`config.mk`:
```
export PLATFORM = sky130hd
export DESIGN_NAME = sysref_delay_calibration_config
export DESIGN_NICKNAME = d
export VERILOG_FILES = /design/src/pkg/delay_cal_pkg.sv /design/src/logic/sysref_delay_calibration_config.sv /design/src/logic/delay_cal_engine.sv
export SDC_FILE = /design/constraint.sdc
export NUM_CORES = 1
export LEC_CHECK = 0
export CORE_MARGIN = 2
export CORE_UTILIZATION = 50
export CTS_BUF_LIST = sky130_fd_sc_hd__clkbuf_16
export DETAILED_ROUTE_END_ITERATION = 16
export DONT_BUFFER_PORTS = 1
export PLACE_DENSITY_LB_ADDON = 0.2
export SLEW_MARGIN = 10
export SYNTH_ARGS = -nofsm -noshare
export SYNTH_HDL_FRONTEND = slang
export SYNTH_SLANG_ARGS = --single-unit
```
`constraint.sdc`:
```
create_clock -name mclk_i -period 4.5 [get_ports mclk_i]
set_input_delay 0.225 -clock mclk_i [delete_from_list [all_inputs] [get_ports mclk_i]]
set_output_delay 0.225 -clock mclk_i [all_outputs]
set_load 0.1 [all_outputs]
```
`src/pkg/delay_cal_pkg.sv`:
```
`default_nettype none
package delay_cal_pkg;

  // ----------------------------------------------------------------------
  // field widths
  // ----------------------------------------------------------------------
  localparam int MULT_W = 2;
  localparam int FBDIV_W = 9;
  localparam int INDIV_W = 7;
  localparam int RES_W = 15;
  localparam int ADDR_W = 7;
  localparam int DATA_W = 8;

  // ----------------------------------------------------------------------
  // register byte addresses on the serial port
  // ----------------------------------------------------------------------
  localparam logic [ADDR_W-1:0] ADDR_CTRL = 7'h19;
  localparam logic [ADDR_W-1:0] ADDR_FB_LO = 7'h1a;
  localparam logic [ADDR_W-1:0] ADDR_IN_DIV = 7'h1b;
  localparam logic [ADDR_W-1:0] ADDR_RES_HI = 7'h6c;
  localparam logic [ADDR_W-1:0] ADDR_RES_LO = 7'h6d;
  localparam logic [ADDR_W-1:0] ADDR_CAL = 7'h72;

  // ----------------------------------------------------------------------
  // field positions
  // ----------------------------------------------------------------------
  localparam int MULT_LSB = 5;
  localparam int FB_MSB_POS = 0;
  localparam int CAL_TRIG_POS = 7;

  // ----------------------------------------------------------------------
  // reset values
  // ----------------------------------------------------------------------
  localparam logic [MULT_W-1:0] MULT_RESET = 2'h0;
  localparam logic [FBDIV_W-1:0] FBDIV_RESET = 9'h008;
  localparam logic [INDIV_W-1:0] INDIV_RESET = 7'h08;
  localparam logic [RES_W-1:0] RES_RESET = 15'h0000;

  // ----------------------------------------------------------------------
  // serial frame and timing
  // ----------------------------------------------------------------------
  localparam logic [4:0] FRAME_BITS = 5'h10;
  localparam logic [4:0] CMD_BITS = 5'h08;
  localparam int CLK_PERIOD_NS = 50;
  localparam int CAL_SETTLE_NS = 1000;
  localparam int CAL_SETTLE_CYCLES =
    (CAL_SETTLE_NS + CLK_PERIOD_NS - 1) / CLK_PERIOD_NS;

  // ----------------------------------------------------------------------
  // carriers
  // ----------------------------------------------------------------------
  typedef struct packed {
    logic cs_b;
    logic sclk;
    logic sdio;
  } pins_t;

  localparam pins_t PINS_IDLE = 3'h4;

  typedef struct packed {
    logic [MULT_W-1:0]  mult;
    logic [FBDIV_W-1:0] fb_div;
    logic [INDIV_W-1:0] in_div;
  } cal_cfg_t;

  // one-hot mask for a result bit position
  function automatic logic [RES_W-1:0] bit_mask(input logic [3:0] idx);
    bit_mask = 15'h0001 << idx;
  endfunction : bit_mask

endpackage : delay_cal_pkg
`default_nettype wire

```
`src/logic/sysref_delay_calibration_config.sv`:
```
// Summary of operation
// - delay step is (1+multiplier)/(8*oscillator frequency)
// - codes give 131/262/393/524ps; resets to zero
// - nine-bit feedback divider, read-write, resets eight
// - seven-bit input divider, read-write, resets eight
// - writing trigger one runs calibration, bit self-clears
// - fifteen-bit read-only calibration result field
`timescale 1ns/1ns
`default_nettype none
module sysref_delay_calibration_config
  import delay_cal_pkg::*;
#(
  parameter int SETTLE = CAL_SETTLE_CYCLES
) (
  input  wire logic              mclk_i,
  input  wire logic              rst_b_i,
  input  wire logic              spi_cs_b_i,
  input  wire logic              spi_sclk_i,
  input  wire logic              spi_sdio_i,
  output logic                   spi_sdio_o,
  output logic                   spi_sdio_oe_o,
  input  wire logic              cal_cmp_high_i,
  output cal_cfg_t               cfg_o,
  output logic [2:0]             step_units_o,
  output logic [RES_W-1:0]       cal_trial_o,
  output logic                   cal_busy_o
);

  pins_t              s1_reg, s2_reg, s3_reg, pin_reg, pin_next;
  logic               sclk_prev_reg;
  logic [4:0]         bit_cnt_reg, bit_cnt_next;
  logic [15:0]        shift_reg, shift_next;
  logic [7:0]         out_reg, out_next;
  logic               rd_reg, rd_next;
  logic               sdio_reg, sdio_next;
  logic               oe_reg, oe_next;
  logic               wr_stb;
  logic [ADDR_W-1:0]  wr_addr;
  logic [DATA_W-1:0]  wr_data;
  logic               rise, fall;

  cal_cfg_t           cfg_reg, cfg_next;
  logic [2:0]         units_reg, units_next;
  logic               start_reg, start_next;
  logic               busy_reg;
  logic [RES_W-1:0]   trial;
  logic [RES_W-1:0]   result;
  logic               eng_busy;
  logic               eng_done;

  // read data of one register
  function automatic logic [DATA_W-1:0] read_data(
    input logic [ADDR_W-1:0] addr,
    input cal_cfg_t          cfg,
    input logic [RES_W-1:0]  res,
    input logic              busy);
    read_data = 8'h00;
    case (addr)
      ADDR_CTRL: begin
        read_data[MULT_LSB +: MULT_W] = cfg.mult;
        read_data[FB_MSB_POS] = cfg.fb_div[8];
      end
      ADDR_FB_LO:  read_data = cfg.fb_div[7:0];
      ADDR_IN_DIV: read_data = {1'b0, cfg.in_div};
      ADDR_RES_HI: read_data = {1'b0, res[14:8]};
      ADDR_RES_LO: read_data = res[7:0];
      ADDR_CAL:    read_data[CAL_TRIG_POS] = busy;
      default:     read_data = 8'h00;
    endcase
  endfunction : read_data

  // ----------------------------------------------------------------------
  // pin synchronisers: three stages, accept when stages two and three agree
  // ----------------------------------------------------------------------
  always_comb begin
    pin_next = pin_reg;
    if (s2_reg.cs_b == s3_reg.cs_b) begin
      pin_next.cs_b = s3_reg.cs_b;
    end
    if (s2_reg.sclk == s3_reg.sclk) begin
      pin_next.sclk = s3_reg.sclk;
    end
    if (s2_reg.sdio == s3_reg.sdio) begin
      pin_next.sdio = s3_reg.sdio;
    end
  end

  always_ff @(posedge mclk_i) begin
    if (!rst_b_i) begin
      s1_reg <= PINS_IDLE;
      s2_reg <= PINS_IDLE;
      s3_reg <= PINS_IDLE;
      pin_reg <= PINS_IDLE;
      sclk_prev_reg <= 1'b0;
    end else begin
      s1_reg <= {spi_cs_b_i, spi_sclk_i, spi_sdio_i};
      s2_reg <= s1_reg;
      s3_reg <= s2_reg;
      pin_reg <= pin_next;
      sclk_prev_reg <= pin_reg.sclk;
    end
  end

  assign rise = pin_reg.sclk & ~sclk_prev_reg;
  assign fall = ~pin_reg.sclk & sclk_prev_reg;

  // ----------------------------------------------------------------------
  // serial frame: r/w bit, 7-bit address, 8 data bits, msb first
  // ----------------------------------------------------------------------
  always_comb begin
    bit_cnt_next = bit_cnt_reg;
    shift_next = shift_reg;
    out_next = out_reg;
    rd_next = rd_reg;
    sdio_next = sdio_reg;
    oe_next = oe_reg;
    wr_stb = 1'b0;
    wr_addr = shift_reg[13:7];
    wr_data = {shift_reg[6:0], pin_reg.sdio};
    if (pin_reg.cs_b) begin
      bit_cnt_next = 5'h00;
      rd_next = 1'b0;
      oe_next = 1'b0;
    end else if (rise && bit_cnt_reg < FRAME_BITS) begin
      shift_next = {shift_reg[14:0], pin_reg.sdio};
      bit_cnt_next = bit_cnt_reg + 5'h01;
      if (bit_cnt_reg == CMD_BITS - 5'h01 && shift_reg[6]) begin
        rd_next = 1'b1;
        out_next = read_data({shift_reg[5:0], pin_reg.sdio}, cfg_reg,
                             result, busy_reg);
      end
      if (bit_cnt_reg == FRAME_BITS - 5'h01 && !shift_reg[14]) begin
        wr_stb = 1'b1;
      end
    end else if (fall && rd_reg && bit_cnt_reg < FRAME_BITS) begin
      sdio_next = out_reg[7];
      out_next = {out_reg[6:0], 1'b0};
      oe_next = 1'b1;
    end
  end

  always_ff @(posedge mclk_i) begin
    if (!rst_b_i) begin
      bit_cnt_reg <= 5'h00;
      shift_reg <= 16'h0000;
      out_reg <= 8'h00;
      rd_reg <= 1'b0;
      sdio_reg <= 1'b0;
      oe_reg <= 1'b0;
    end else begin
      bit_cnt_reg <= bit_cnt_next;
      shift_reg <= shift_next;
      out_reg <= out_next;
      rd_reg <= rd_next;
      sdio_reg <= sdio_next;
      oe_reg <= oe_next;
    end
  end

  // ----------------------------------------------------------------------
  // configuration registers and calibration trigger
  // ----------------------------------------------------------------------
  always_comb begin
    cfg_next = cfg_reg;
    start_next = 1'b0;
    if (wr_stb) begin
      case (wr_addr)
        ADDR_CTRL: begin
          cfg_next.mult = wr_data[MULT_LSB +: MULT_W];
          cfg_next.fb_div[8] = wr_data[FB_MSB_POS];
        end
        ADDR_FB_LO:  cfg_next.fb_div[7:0] = wr_data;
        ADDR_IN_DIV: cfg_next.in_div = wr_data[6:0];
        ADDR_CAL:    start_next = wr_data[CAL_TRIG_POS] & ~busy_reg;
        default:     cfg_next = cfg_reg;
      endcase
    end
    units_next = {1'b0, cfg_next.mult} + 3'h1;
  end

  always_ff @(posedge mclk_i) begin
    if (!rst_b_i) begin
      cfg_reg <= {MULT_RESET, FBDIV_RESET, INDIV_RESET};
      units_reg <= 3'h1;
      start_reg <= 1'b0;
    end else begin
      cfg_reg <= cfg_next;
      units_reg <= units_next;
      start_reg <= start_next;
    end
  end

  // busy reads back as the self-clearing trigger bit
  always_ff @(posedge mclk_i) begin
    if (!rst_b_i) begin
      busy_reg <= 1'b0;
    end else begin
      busy_reg <= start_reg | eng_busy;
    end
  end

  delay_cal_engine #(
    .SETTLE     (SETTLE)
  ) u_engine (
    .mclk_i     (mclk_i),
    .rst_b_i    (rst_b_i),
    .start_i    (start_reg),
    .cmp_high_i (cal_cmp_high_i),
    .busy_o     (eng_busy),
    .done_o     (eng_done),
    .trial_o    (trial),
    .result_o   (result)
  );

  assign spi_sdio_o = sdio_reg;
  assign spi_sdio_oe_o = oe_reg;
  assign cfg_o = cfg_reg;
  assign step_units_o = units_reg;
  assign cal_trial_o = trial;
  assign cal_busy_o = busy_reg;

  // ----------------------------------------------------------------------
  // checks
  // ----------------------------------------------------------------------
  a_step_units: assert property (
    @(posedge mclk_i) disable iff (!rst_b_i)
    step_units_o == {1'b0, cfg_o.mult} + 3'h1)
    else $error("delay step units do not follow the multiplier");

  a_reset_vals: assert property (
    @(posedge mclk_i) disable iff (!rst_b_i)
    $rose(rst_b_i) |-> cfg_o.mult == 2'h0 && cfg_o.fb_div == 9'h008
                       && cfg_o.in_div == 7'h08)
    else $error("configuration reset values wrong");

  a_write_fb: assert property (
    @(posedge mclk_i) disable iff (!rst_b_i)
    wr_stb && wr_addr == ADDR_FB_LO |=> cfg_o.fb_div[7:0] == $past(wr_data))
    else $error("feedback divider write lost");

  a_write_in: assert property (
    @(posedge mclk_i) disable iff (!rst_b_i)
    wr_stb && wr_addr == ADDR_IN_DIV |=> cfg_o.in_div == $past(wr_data[6:0]))
    else $error("input divider write lost");

  a_trig_start: assert property (
    @(posedge mclk_i) disable iff (!rst_b_i)
    wr_stb && wr_addr == ADDR_CAL && wr_data[7] && !busy_reg
      |=> ##1 cal_busy_o ##1 eng_busy)
    else $error("calibration trigger did not start the engine");

  a_trig_clears: assert property (
    @(posedge mclk_i) disable iff (!rst_b_i)
    eng_done |=> !cal_busy_o)
    else $error("trigger bit did not clear after calibration");

  c_write_cfg: cover property (@(posedge mclk_i) disable iff (!rst_b_i)
    wr_stb && wr_addr == ADDR_CTRL);
  c_read_res: cover property (@(posedge mclk_i) disable iff (!rst_b_i)
    rd_reg && oe_reg);

endmodule : sysref_delay_calibration_config
`default_nettype wire

```
`src/logic/delay_cal_engine.sv`:
```
`timescale 1ns/1ns
`default_nettype none
module delay_cal_engine
  import delay_cal_pkg::*;
#(
  parameter int SETTLE = CAL_SETTLE_CYCLES
) (
  input  wire logic             mclk_i,
  input  wire logic             rst_b_i,
  input  wire logic             start_i,
  input  wire logic             cmp_high_i,
  output logic                  busy_o,
  output logic                  done_o,
  output logic [RES_W-1:0]      trial_o,
  output logic [RES_W-1:0]      result_o
);

  typedef enum logic [1:0] {CAL_IDLE, CAL_SETTLE, CAL_DECIDE} cal_state_t;

  localparam int BUSY_BOUND = 400;

  cal_state_t        state_reg, state_next;
  logic [3:0]        idx_reg, idx_next;
  logic [7:0]        cnt_reg, cnt_next;
  logic [RES_W-1:0]  trial_reg, trial_next;
  logic [RES_W-1:0]  result_reg, result_next;
  logic              done_reg, done_next;
  logic [RES_W-1:0]  kept;

  // ----------------------------------------------------------------------
  // successive approximation of the calibration code
  // ----------------------------------------------------------------------
  always_comb begin
    state_next = state_reg;
    idx_next = idx_reg;
    cnt_next = cnt_reg;
    trial_next = trial_reg;
    result_next = result_reg;
    done_next = 1'b0;
    kept = cmp_high_i ? (trial_reg & ~bit_mask(idx_reg)) : trial_reg;
    case (state_reg)
      CAL_IDLE: begin
        if (start_i) begin
          idx_next = 4'he;
          cnt_next = 8'h00;
          trial_next = bit_mask(4'he);
          state_next = CAL_SETTLE;
        end
      end
      CAL_SETTLE: begin
        cnt_next = cnt_reg + 8'h01;
        if (cnt_reg == 8'(SETTLE - 1)) begin
          state_next = CAL_DECIDE;
        end
      end
      CAL_DECIDE: begin
        cnt_next = 8'h00;
        if (idx_reg == 4'h0) begin
          trial_next = kept;
          result_next = kept;
          done_next = 1'b1;
          state_next = CAL_IDLE;
        end else begin
          idx_next = idx_reg - 4'h1;
          trial_next = kept | bit_mask(idx_reg - 4'h1);
          state_next = CAL_SETTLE;
        end
      end
      default: begin
        state_next = CAL_IDLE;
      end
    endcase
  end

  // state registers
  always_ff @(posedge mclk_i) begin
    if (!rst_b_i) begin
      state_reg <= CAL_IDLE;
      idx_reg <= 4'h0;
      cnt_reg <= 8'h00;
      trial_reg <= RES_RESET;
      result_reg <= RES_RESET;
      done_reg <= 1'b0;
    end else begin
      state_reg <= state_next;
      idx_reg <= idx_next;
      cnt_reg <= cnt_next;
      trial_reg <= trial_next;
      result_reg <= result_next;
      done_reg <= done_next;
    end
  end

  assign busy_o = (state_reg != CAL_IDLE);
  assign done_o = done_reg;
  assign trial_o = trial_reg;
  assign result_o = result_reg;

  // ----------------------------------------------------------------------
  // checks
  // ----------------------------------------------------------------------
  a_busy_ends: assert property (
    @(posedge mclk_i) disable iff (!rst_b_i)
    $rose(busy_o) |-> ##[1:BUSY_BOUND] !busy_o)
    else $error("calibration did not finish in time");

  a_result_hold: assert property (
    @(posedge mclk_i) disable iff (!rst_b_i)
    !busy_o && $past(!busy_o) && !done_reg |-> $stable(result_o))
    else $error("result changed outside a calibration");

  c_cal_done: cover property (@(posedge mclk_i) disable iff (!rst_b_i)
    done_reg);

endmodule : delay_cal_engine
`default_nettype wire

```
==> results.sh, run 1 <==
export IMPL_status="finished, final reports clean"
export IMPL_top_level_ports=45
export IMPL_startpoint_type="flip-flop"
export IMPL_grt_pass1_wl_mm=19.5
export IMPL_cts_buffers=9
export IMPL_comb_power_share_pct=1.1
export IMPL_syn_to_final_growth_pct=7.31
export IMPL_via_count=4140
export IMPL_drive_gt1_share_pct=6.15
export IMPL_post_cts_resize_count=0
export IMPL_wl_mm=12.1
export IMPL_cts_setup_buffers=0
export IMPL_synth_common_cells="dfxtp_1 (111), nand2_1 (86), a21oi_1 (60), nor2_1 (48), clkbuf_1 (27)"
export IMPL_peakVddDrop_mv=0.230
export IMPL_final_max_slew_violation_count=0
export IMPL_cts_root_buf="clkbuf_16"
export IMPL_cp_data_arrival_time_ns=2.97
export IMPL_synth_area_leaders="dfxtp_1 (44%), nand2_1 (6.5%), a21oi_1 (6.0%)"
export IMPL_syn_avg_cell_area_um2=8.51
export IMPL_core_area_um2=9730
export IMPL_hpwl_mm=8.20
export IMPL_max_clock_path_buffers=2
export IMPL_stdcell_area_um2=5370
export IMPL_drt_iter0_markers=256
export IMPL_layout_nets=578
export IMPL_syn_cell_area_um2=5000
export IMPL_async_flop_share_pct=0
export IMPL_max_slew_margin_pct=24.1
export IMPL_worst_path_largest_cell_delay_ns=0.79
export IMPL_synth_edf_count=0
export IMPL_drtPass1Iterations=4
export IMPL_synthCells=588
export IMPL_path_cells="nor2b_1 > and3_1 > nor2_2 > a21oi_1 > a311oi_1"
export IMPL_die_area_um2=10800
export IMPL_criticalPathCategory="reg2reg"
export IMPL_gp_congestion=0.867
export IMPL_worst_pin_slew_ns=1.14
export IMPL_yosys_area_top_type="dfxtp_1"
export IMPL_power_density_nw_per_um2=344
export IMPL_ys_types=60
export IMPL_hp_class="in2reg"
export IMPL_wire_per_inst_um=17.2
export IMPL_final_core_util_pct=55.2
export IMPL_grt_use_total_pct=22.3
export IMPL_finalSetupViolCount=0
export IMPL_seqPwrFrac_pct=53.4
export IMPL_synth_top_area_share_pct=44.4
export IMPL_p_int_mw=1.48
export IMPL_synth_net_count=602
export IMPL_finalHoldViolCount=0
export IMPL_switching_share_pct=20.2
export IMPL_grt_pass1_vias=3714
export IMPL_power_leakage_nw=1.89
export IMPL_ys_flop_type="dfxtp_1"
export IMPL_crit_fanout=19
export IMPL_fin_cells=702
export IMPL_diodes=0
export IMPL_cts_tree="yes"
export IMPL_largest_reg_flops=18
export IMPL_finalCriticalPeriod_ns=2.76
export IMPL_cp_data_required_time_ns=4.70
export IMPL_end_kind="flip-flop"
export IMPL_power_total_mw=1.85
export IMPL_antenna_found_initial=0
export IMPL_cpMaxStageDelayCell="nor2b_1"
export IMPL_insertion_delay_ns=0.35
export IMPL_cts_max_level=3
export IMPL_path_clk_slew_ns=0.07
export IMPL_yosys_warnings=0
export IMPL_synth_most_common_cell="dfxtp_1"
export IMPL_grt_ovfl_total=0
export IMPL_drc=0
export IMPL_io_buffers=0
export IMPL_synth_seq_cells=111
export IMPL_fin_setup_tns_ns=0
export IMPL_ant_nets=0
export IMPL_grt_setup_unrepaired="false"
export IMPL_p_switching_mw=0.373
export IMPL_fp_dieW_um=104
export IMPL_place_inst=682
export IMPL_ys_seq_area_share_pct=44.4
export IMPL_drv_cap=0
export IMPL_placed_cell_area_um2=5010
export IMPL_clock_sinks=111
export IMPL_cts_hold_buf=3
export IMPL_start_util_pct=51.4
export IMPL_fmax_mhz=362
export IMPL_die_height_um=104
export IMPL_p_clk_share_pct=45.5
export IMPL_grt_max_degree=42
export IMPL_fin_skew_ns=0.00864
export IMPL_finalCritPeriodShare_pct=61.4
export IMPL_viasPerCell=5.90
export IMPL_rows=36
metal layers:
metal  part of all wire [%]  GRT usage (%)  vias up  wire length, um
li1                       -              -     2031                -
met1                     45           29.6     1990             5460
met2                     48           36.2      106             5820
met3                    5.1           5.83       13              619
met4                    1.3           5.89        0              153
met5                      0              0        -                0
through the flow:
| step | setup WS [ns] | hold slack (ns) |
|---|---|---|
| detailed placement | 1.79 | 0.297 |
| floorplan | 2.44 | 0.326 |
| CTS | 1.77 | 0.000630 |
| global placement | 1.99 | 0.295 |
| finish | 1.74 | 0.00283 |
| global route | 1.53 | 0.000925 |
power groups by stage:
stage                     Combinational (mW)  Sequential (mW)  Clock (mW)
after floorplan                       0.0162             1.01           0
after global placement                0.0151             1.01           0
after detailed placement              0.0154             1.01           0
after CTS                             0.0195            0.986       0.858
after global routing                  0.0220            0.986       0.896
final                                 0.0203            0.986       0.842
placed cells by master, fill, tap and decap left out, types with 3 or more instances in the layout:
master         instances
dlygate4sd3_1          4
clkbuf_16              9
mux2i_1               24
a22oi_1               16
xnor2_1                3
mux2_2                 5
or4_1                  3
and2_1                 9
a31oi_1                9
nand3b_1               5
nor4_1                 5
nand4_1                4
xor2_1                 3
ha_1                   8
a21o_1                 4
nor3_1                11
a221oi_1               3
dfxtp_1              111
o21a_1                 3
nor2_1                48
o22ai_1                3
a21oi_1               60
inv_1                 14
nand2b_1              11
and3_1                 6
nand3_1               24
buf_4                  3
nand2_1               86
o21ai_0               25
a211oi_1               4
a311oi_1               4
o31ai_1                3
kinds of logic after synthesis:
group                      Yosys count  synth area share (%)
and+or+nand+nor                    231                  24.0
AOI/OAI and AO/OA                  147                  18.0
DFF                                111                  44.4
buffers and inverters               56                  4.60
muxes                               29                  5.93
adders and majority gates            8                  2.00
xor gates and xnor gates             6                  1.05
critical path, delay by kind of cell, from the launching register on:
kind             cells  cell delay [ns]
AND/OR/NAND/NOR      3             1.61
flip-flops           1             0.77
AO/OA/AOI/OAI        2             0.23
layout make-up:
type                       instances  area [um^2]
clock buffer                       9          225
fill                             912         4360
tap                              133          166
inverter                          14         52.6
sequential                       111         2220
timing repair buffer               7         62.6
clock inverter                     7         88.8
multi-input combinational        421         2550
path summary, 6_finish.rpt:
check / from / to / slack (ns) / cells past startpoint
hold / removal: rst_b_i / s3_reg[1]$_SDFF_PN0_ / 0.003 / 1
setup / recovery: u_engine.state_reg[1]$_SDFFE_PN0P_ / u_engine.idx_reg[2]$_SDFFE_PN0P_ / 1.74 / 5
hold reg to reg: s1_reg[2]$_SDFF_PN1_ / s2_reg[2]$_SDFF_PN1_ / 0.42 / 1
setup reg to reg: u_engine.state_reg[1]$_SDFFE_PN0P_ / u_engine.idx_reg[2]$_SDFFE_PN0P_ / 1.74 / 5
No activity file was read; power rests on OpenSTA's default activity.
==> run 2, diff against run 1 <==
--- a/config.mk
+++ b/config.mk
@@ -5,6 +5,7 @@
 export SDC_FILE = /design/constraint.sdc
 export NUM_CORES = 1
 export LEC_CHECK = 0
+export ABC_AREA = 1
 export CORE_MARGIN = 2
 export CORE_UTILIZATION = 50
 export CTS_BUF_LIST = sky130_fd_sc_hd__clkbuf_16
==> constraint.sdc (replaced) <==
create_clock -name mclk_i -period 2.9 [get_ports mclk_i]
set_input_delay 0.145 -clock mclk_i [delete_from_list [all_inputs] [get_ports mclk_i]]
set_output_delay 0.145 -clock mclk_i [all_outputs]
set_load 0.1 [all_outputs]
==> results.sh, run 2 <==
export IMPL_cts_max_level=3
export IMPL_finalHoldViolCount=0
export IMPL_wire_per_inst_um=14.6
export IMPL_worst_pin_slew_ns=0.991
export IMPL_largest_reg_flops=18
export IMPL_start_util_pct=51.3
export IMPL_power_density_nw_per_um2=562
export IMPL_end_kind="flip-flop"
export IMPL_final_common_cell="nand2_1"
export IMPL_final_core_util_pct=58.5
export IMPL_layout_nets=713
export IMPL_rows=36
export IMPL_fin_skew_ns=0.00957
export IMPL_synth_area_leaders="dfxtp_1 (45%), nand2_1 (9.3%), a21oi_1 (6.9%)"
export IMPL_hold_start="rst_b_i"
export IMPL_startpoint_type="flip-flop"
export IMPL_finalCriticalPeriod_ns=2.02
export IMPL_power_leakage_nw=2.19
export IMPL_cts_tree="yes"
export IMPL_async_flop_share_pct=0
export IMPL_grt_use_total_pct=23.2
export IMPL_syn_to_final_growth_pct=14.1
export IMPL_peakVddDrop_mv=0.369
export IMPL_yosys_warnings=0
export IMPL_drive_gt1_share_pct=11.2
export IMPL_criticalPathCategory="reg2reg"
export IMPL_synth_net_count=685
export IMPL_r2r_slack_ns=0.88
export IMPL_worstReg2RegEnd="cfg_o[5]$_SDFFE_PN0P_"
export IMPL_top_level_ports=45
export IMPL_path_clk_slew_ns=0.07
export IMPL_core_area_um2=9730
export IMPL_yosys_area_top_type="dfxtp_1"
export IMPL_final_cell_mix="nand2_1 (123), dfxtp_1 (111), nor2_1 (73)"
export IMPL_fillers=884
export IMPL_ys_flop_type="dfxtp_1"
export IMPL_drv_cap=0
export IMPL_cts_root_buf="clkbuf_16"
export IMPL_clock_sinks=111
export IMPL_syn_cell_area_um2=4990
export IMPL_crit_fanout=20
export IMPL_synth_most_common_cell="nand2_1"
export IMPL_status="finished, final reports clean"
export IMPL_die_height_um=104
export IMPL_grt_setup_unrepaired="false"
export IMPL_final_max_slew_violation_count=0
export IMPL_insertion_delay_ns=0.35
export IMPL_grt_pass1_vias=4336
export IMPL_ys_seq_area_share_pct=44.6
export IMPL_drt_iter0_markers=300
export IMPL_regToRegStartpoint="bit_cnt_reg[0]$_SDFFE_PP0N_"
export IMPL_holdPathEnd="s3_reg[2]$_SDFF_PN1_"
export IMPL_ys_types=37
export IMPL_synth_common_cells="nand2_1 (123), dfxtp_1 (111), nor2_1 (73), a21oi_1 (69), o21ai_0 (67)"
export IMPL_viasPerCell=5.49
export IMPL_max_slew_margin_pct=33.9
export IMPL_fin_setup_tns_ns=0
export IMPL_fmax_mhz=496
export IMPL_cts_buffers=9
export IMPL_antenna_found_initial=0
export IMPL_cp_data_required_time_ns=3.10
export IMPL_synth_seq_cells=111
export IMPL_hold_depth=2
export IMPL_fp_dieW_um=104
export IMPL_hp_class="in2reg"
export IMPL_synth_top_area_share_pct=44.6
export IMPL_diodes=0
export IMPL_synth_edf_count=0
export IMPL_max_clock_path_buffers=2
export IMPL_syn_avg_cell_area_um2=7.43
export IMPL_drc=0
export IMPL_wl_mm=12.2
export IMPL_via_count=4599
export IMPL_grt_max_degree=55
export IMPL_synthCells=671
export IMPL_drtPass1Iterations=7
export IMPL_cp_data_arrival_time_ns=2.22
export IMPL_finalSetupViolCount=0
export IMPL_grt_ovfl_total=0
export IMPL_grt_pass1_wl_mm=20.7
export IMPL_finalCritPeriodShare_pct=69.6
export IMPL_io_buffers=0
export IMPL_gp_congestion=0.910
export IMPL_r2r_cells=9
export IMPL_hpwl_mm=8.53
export IMPL_ant_nets=0
export IMPL_die_area_um2=10800
-- run 2: worst max-delay path by stage --
stage | depth (start not counted) | startpoint | slack (ns) | to
floorplan | 4 | u_engine.trial_o[7]$_SDFFE_PN0P_ | 1.30 | u_engine.trial_o[7]$_SDFFE_PN0P_
global placement | 9 | bit_cnt_reg[0]$_SDFFE_PP0N_ | 1.03 | cfg_o[1]$_SDFFE_PN0P_
detailed placement | 9 | bit_cnt_reg[0]$_SDFFE_PP0N_ | 0.92 | cfg_o[5]$_SDFFE_PN0P_
CTS | 9 | bit_cnt_reg[0]$_SDFFE_PP0N_ | 0.91 | cfg_o[5]$_SDFFE_PN0P_
global route | 9 | bit_cnt_reg[0]$_SDFFE_PP0N_ | 0.74 | cfg_o[0]$_SDFFE_PN0P_
finish | 9 | bit_cnt_reg[0]$_SDFFE_PP0N_ | 0.88 | cfg_o[5]$_SDFFE_PN0P_
-- run 2: layout make-up --
class                      instances  area, um^2  area share [%]
clock inverter                     7         113            1.98
clock buffer                       9         225            3.96
timing repair buffer              43         348            6.11
tap                              133         166            2.92
multi-input combinational        469        2370            41.7
sequential                       111        2220            39.1
inverter                          65         244            4.29
-- run 2: cells by family (layout without fill, tap and decap cells) --
group | Yosys count | count (layout) | synth area share [%]
xor gates and xnor gates | 3 | 3 | 0.678
DFF | 111 | 111 | 44.6
buffers and inverters | 91 | 124 | 7.88
adders and majority gates | 8 | 8 | 2.01
AOI/OAI and AO/OA | 166 | 166 | 18.1
and+or+nand+nor | 292 | 292 | 26.8
-- run 2: timing repair --
action | CTS | global route
setup buffers | 0 | 0
gates resized for setup | 0 | 0
endpoints found under the hold margin | 47 | 0
hold buffers | 6 | 0
-- run 2: layer usage --
layer  track usage, %  wire length [um]  vias to the layer above  share of wire (%)
li1                 -                 -                     2300                  -
met1             29.7              5450                     2142                 45
met2             38.3              5720                      135                 47
met3             5.14               742                       22                6.1
met4             8.88               285                        0                2.3
met5                0                 0                        -                  0
-- run 2: power by group --
group / total (mW) / internal (mW) / switching, mW
Clock: 1.38 / 0.838 / 0.544
Combinational: 0.254 / 0.0667 / 0.187
Sequential: 1.56 / 1.54 / 0.0197
Total: 3.20 / 2.45 / 0.751
-- run 2: worst max-delay path, stage by stage (launching register included) --
cell and delay [ns]:
dfxtp_1 0.38, ha_1 0.19, nand2_1 0.09, nor2_1 0.10, ha_1 0.14, nand2_1 0.08
nor2_4 0.41, nand2_1 0.28, nand2_1 0.13, a21oi_1 0.07
-- run 2: metrics by stage --
step                total power [mW]  instance area, um^2  setup WS [ns]  hold slack (ns)  cells
global placement                1.83                 5280           1.03            0.253    815
CTS                             3.22                 5690          0.910           0.0103    837
floorplan                       1.79                 4990           1.30            0.243    671
finish                          3.20                 5690          0.883           0.0206    837
global route                    3.33                 5690          0.738           0.0286    837
detailed placement              1.83                 5280          0.924            0.252    815
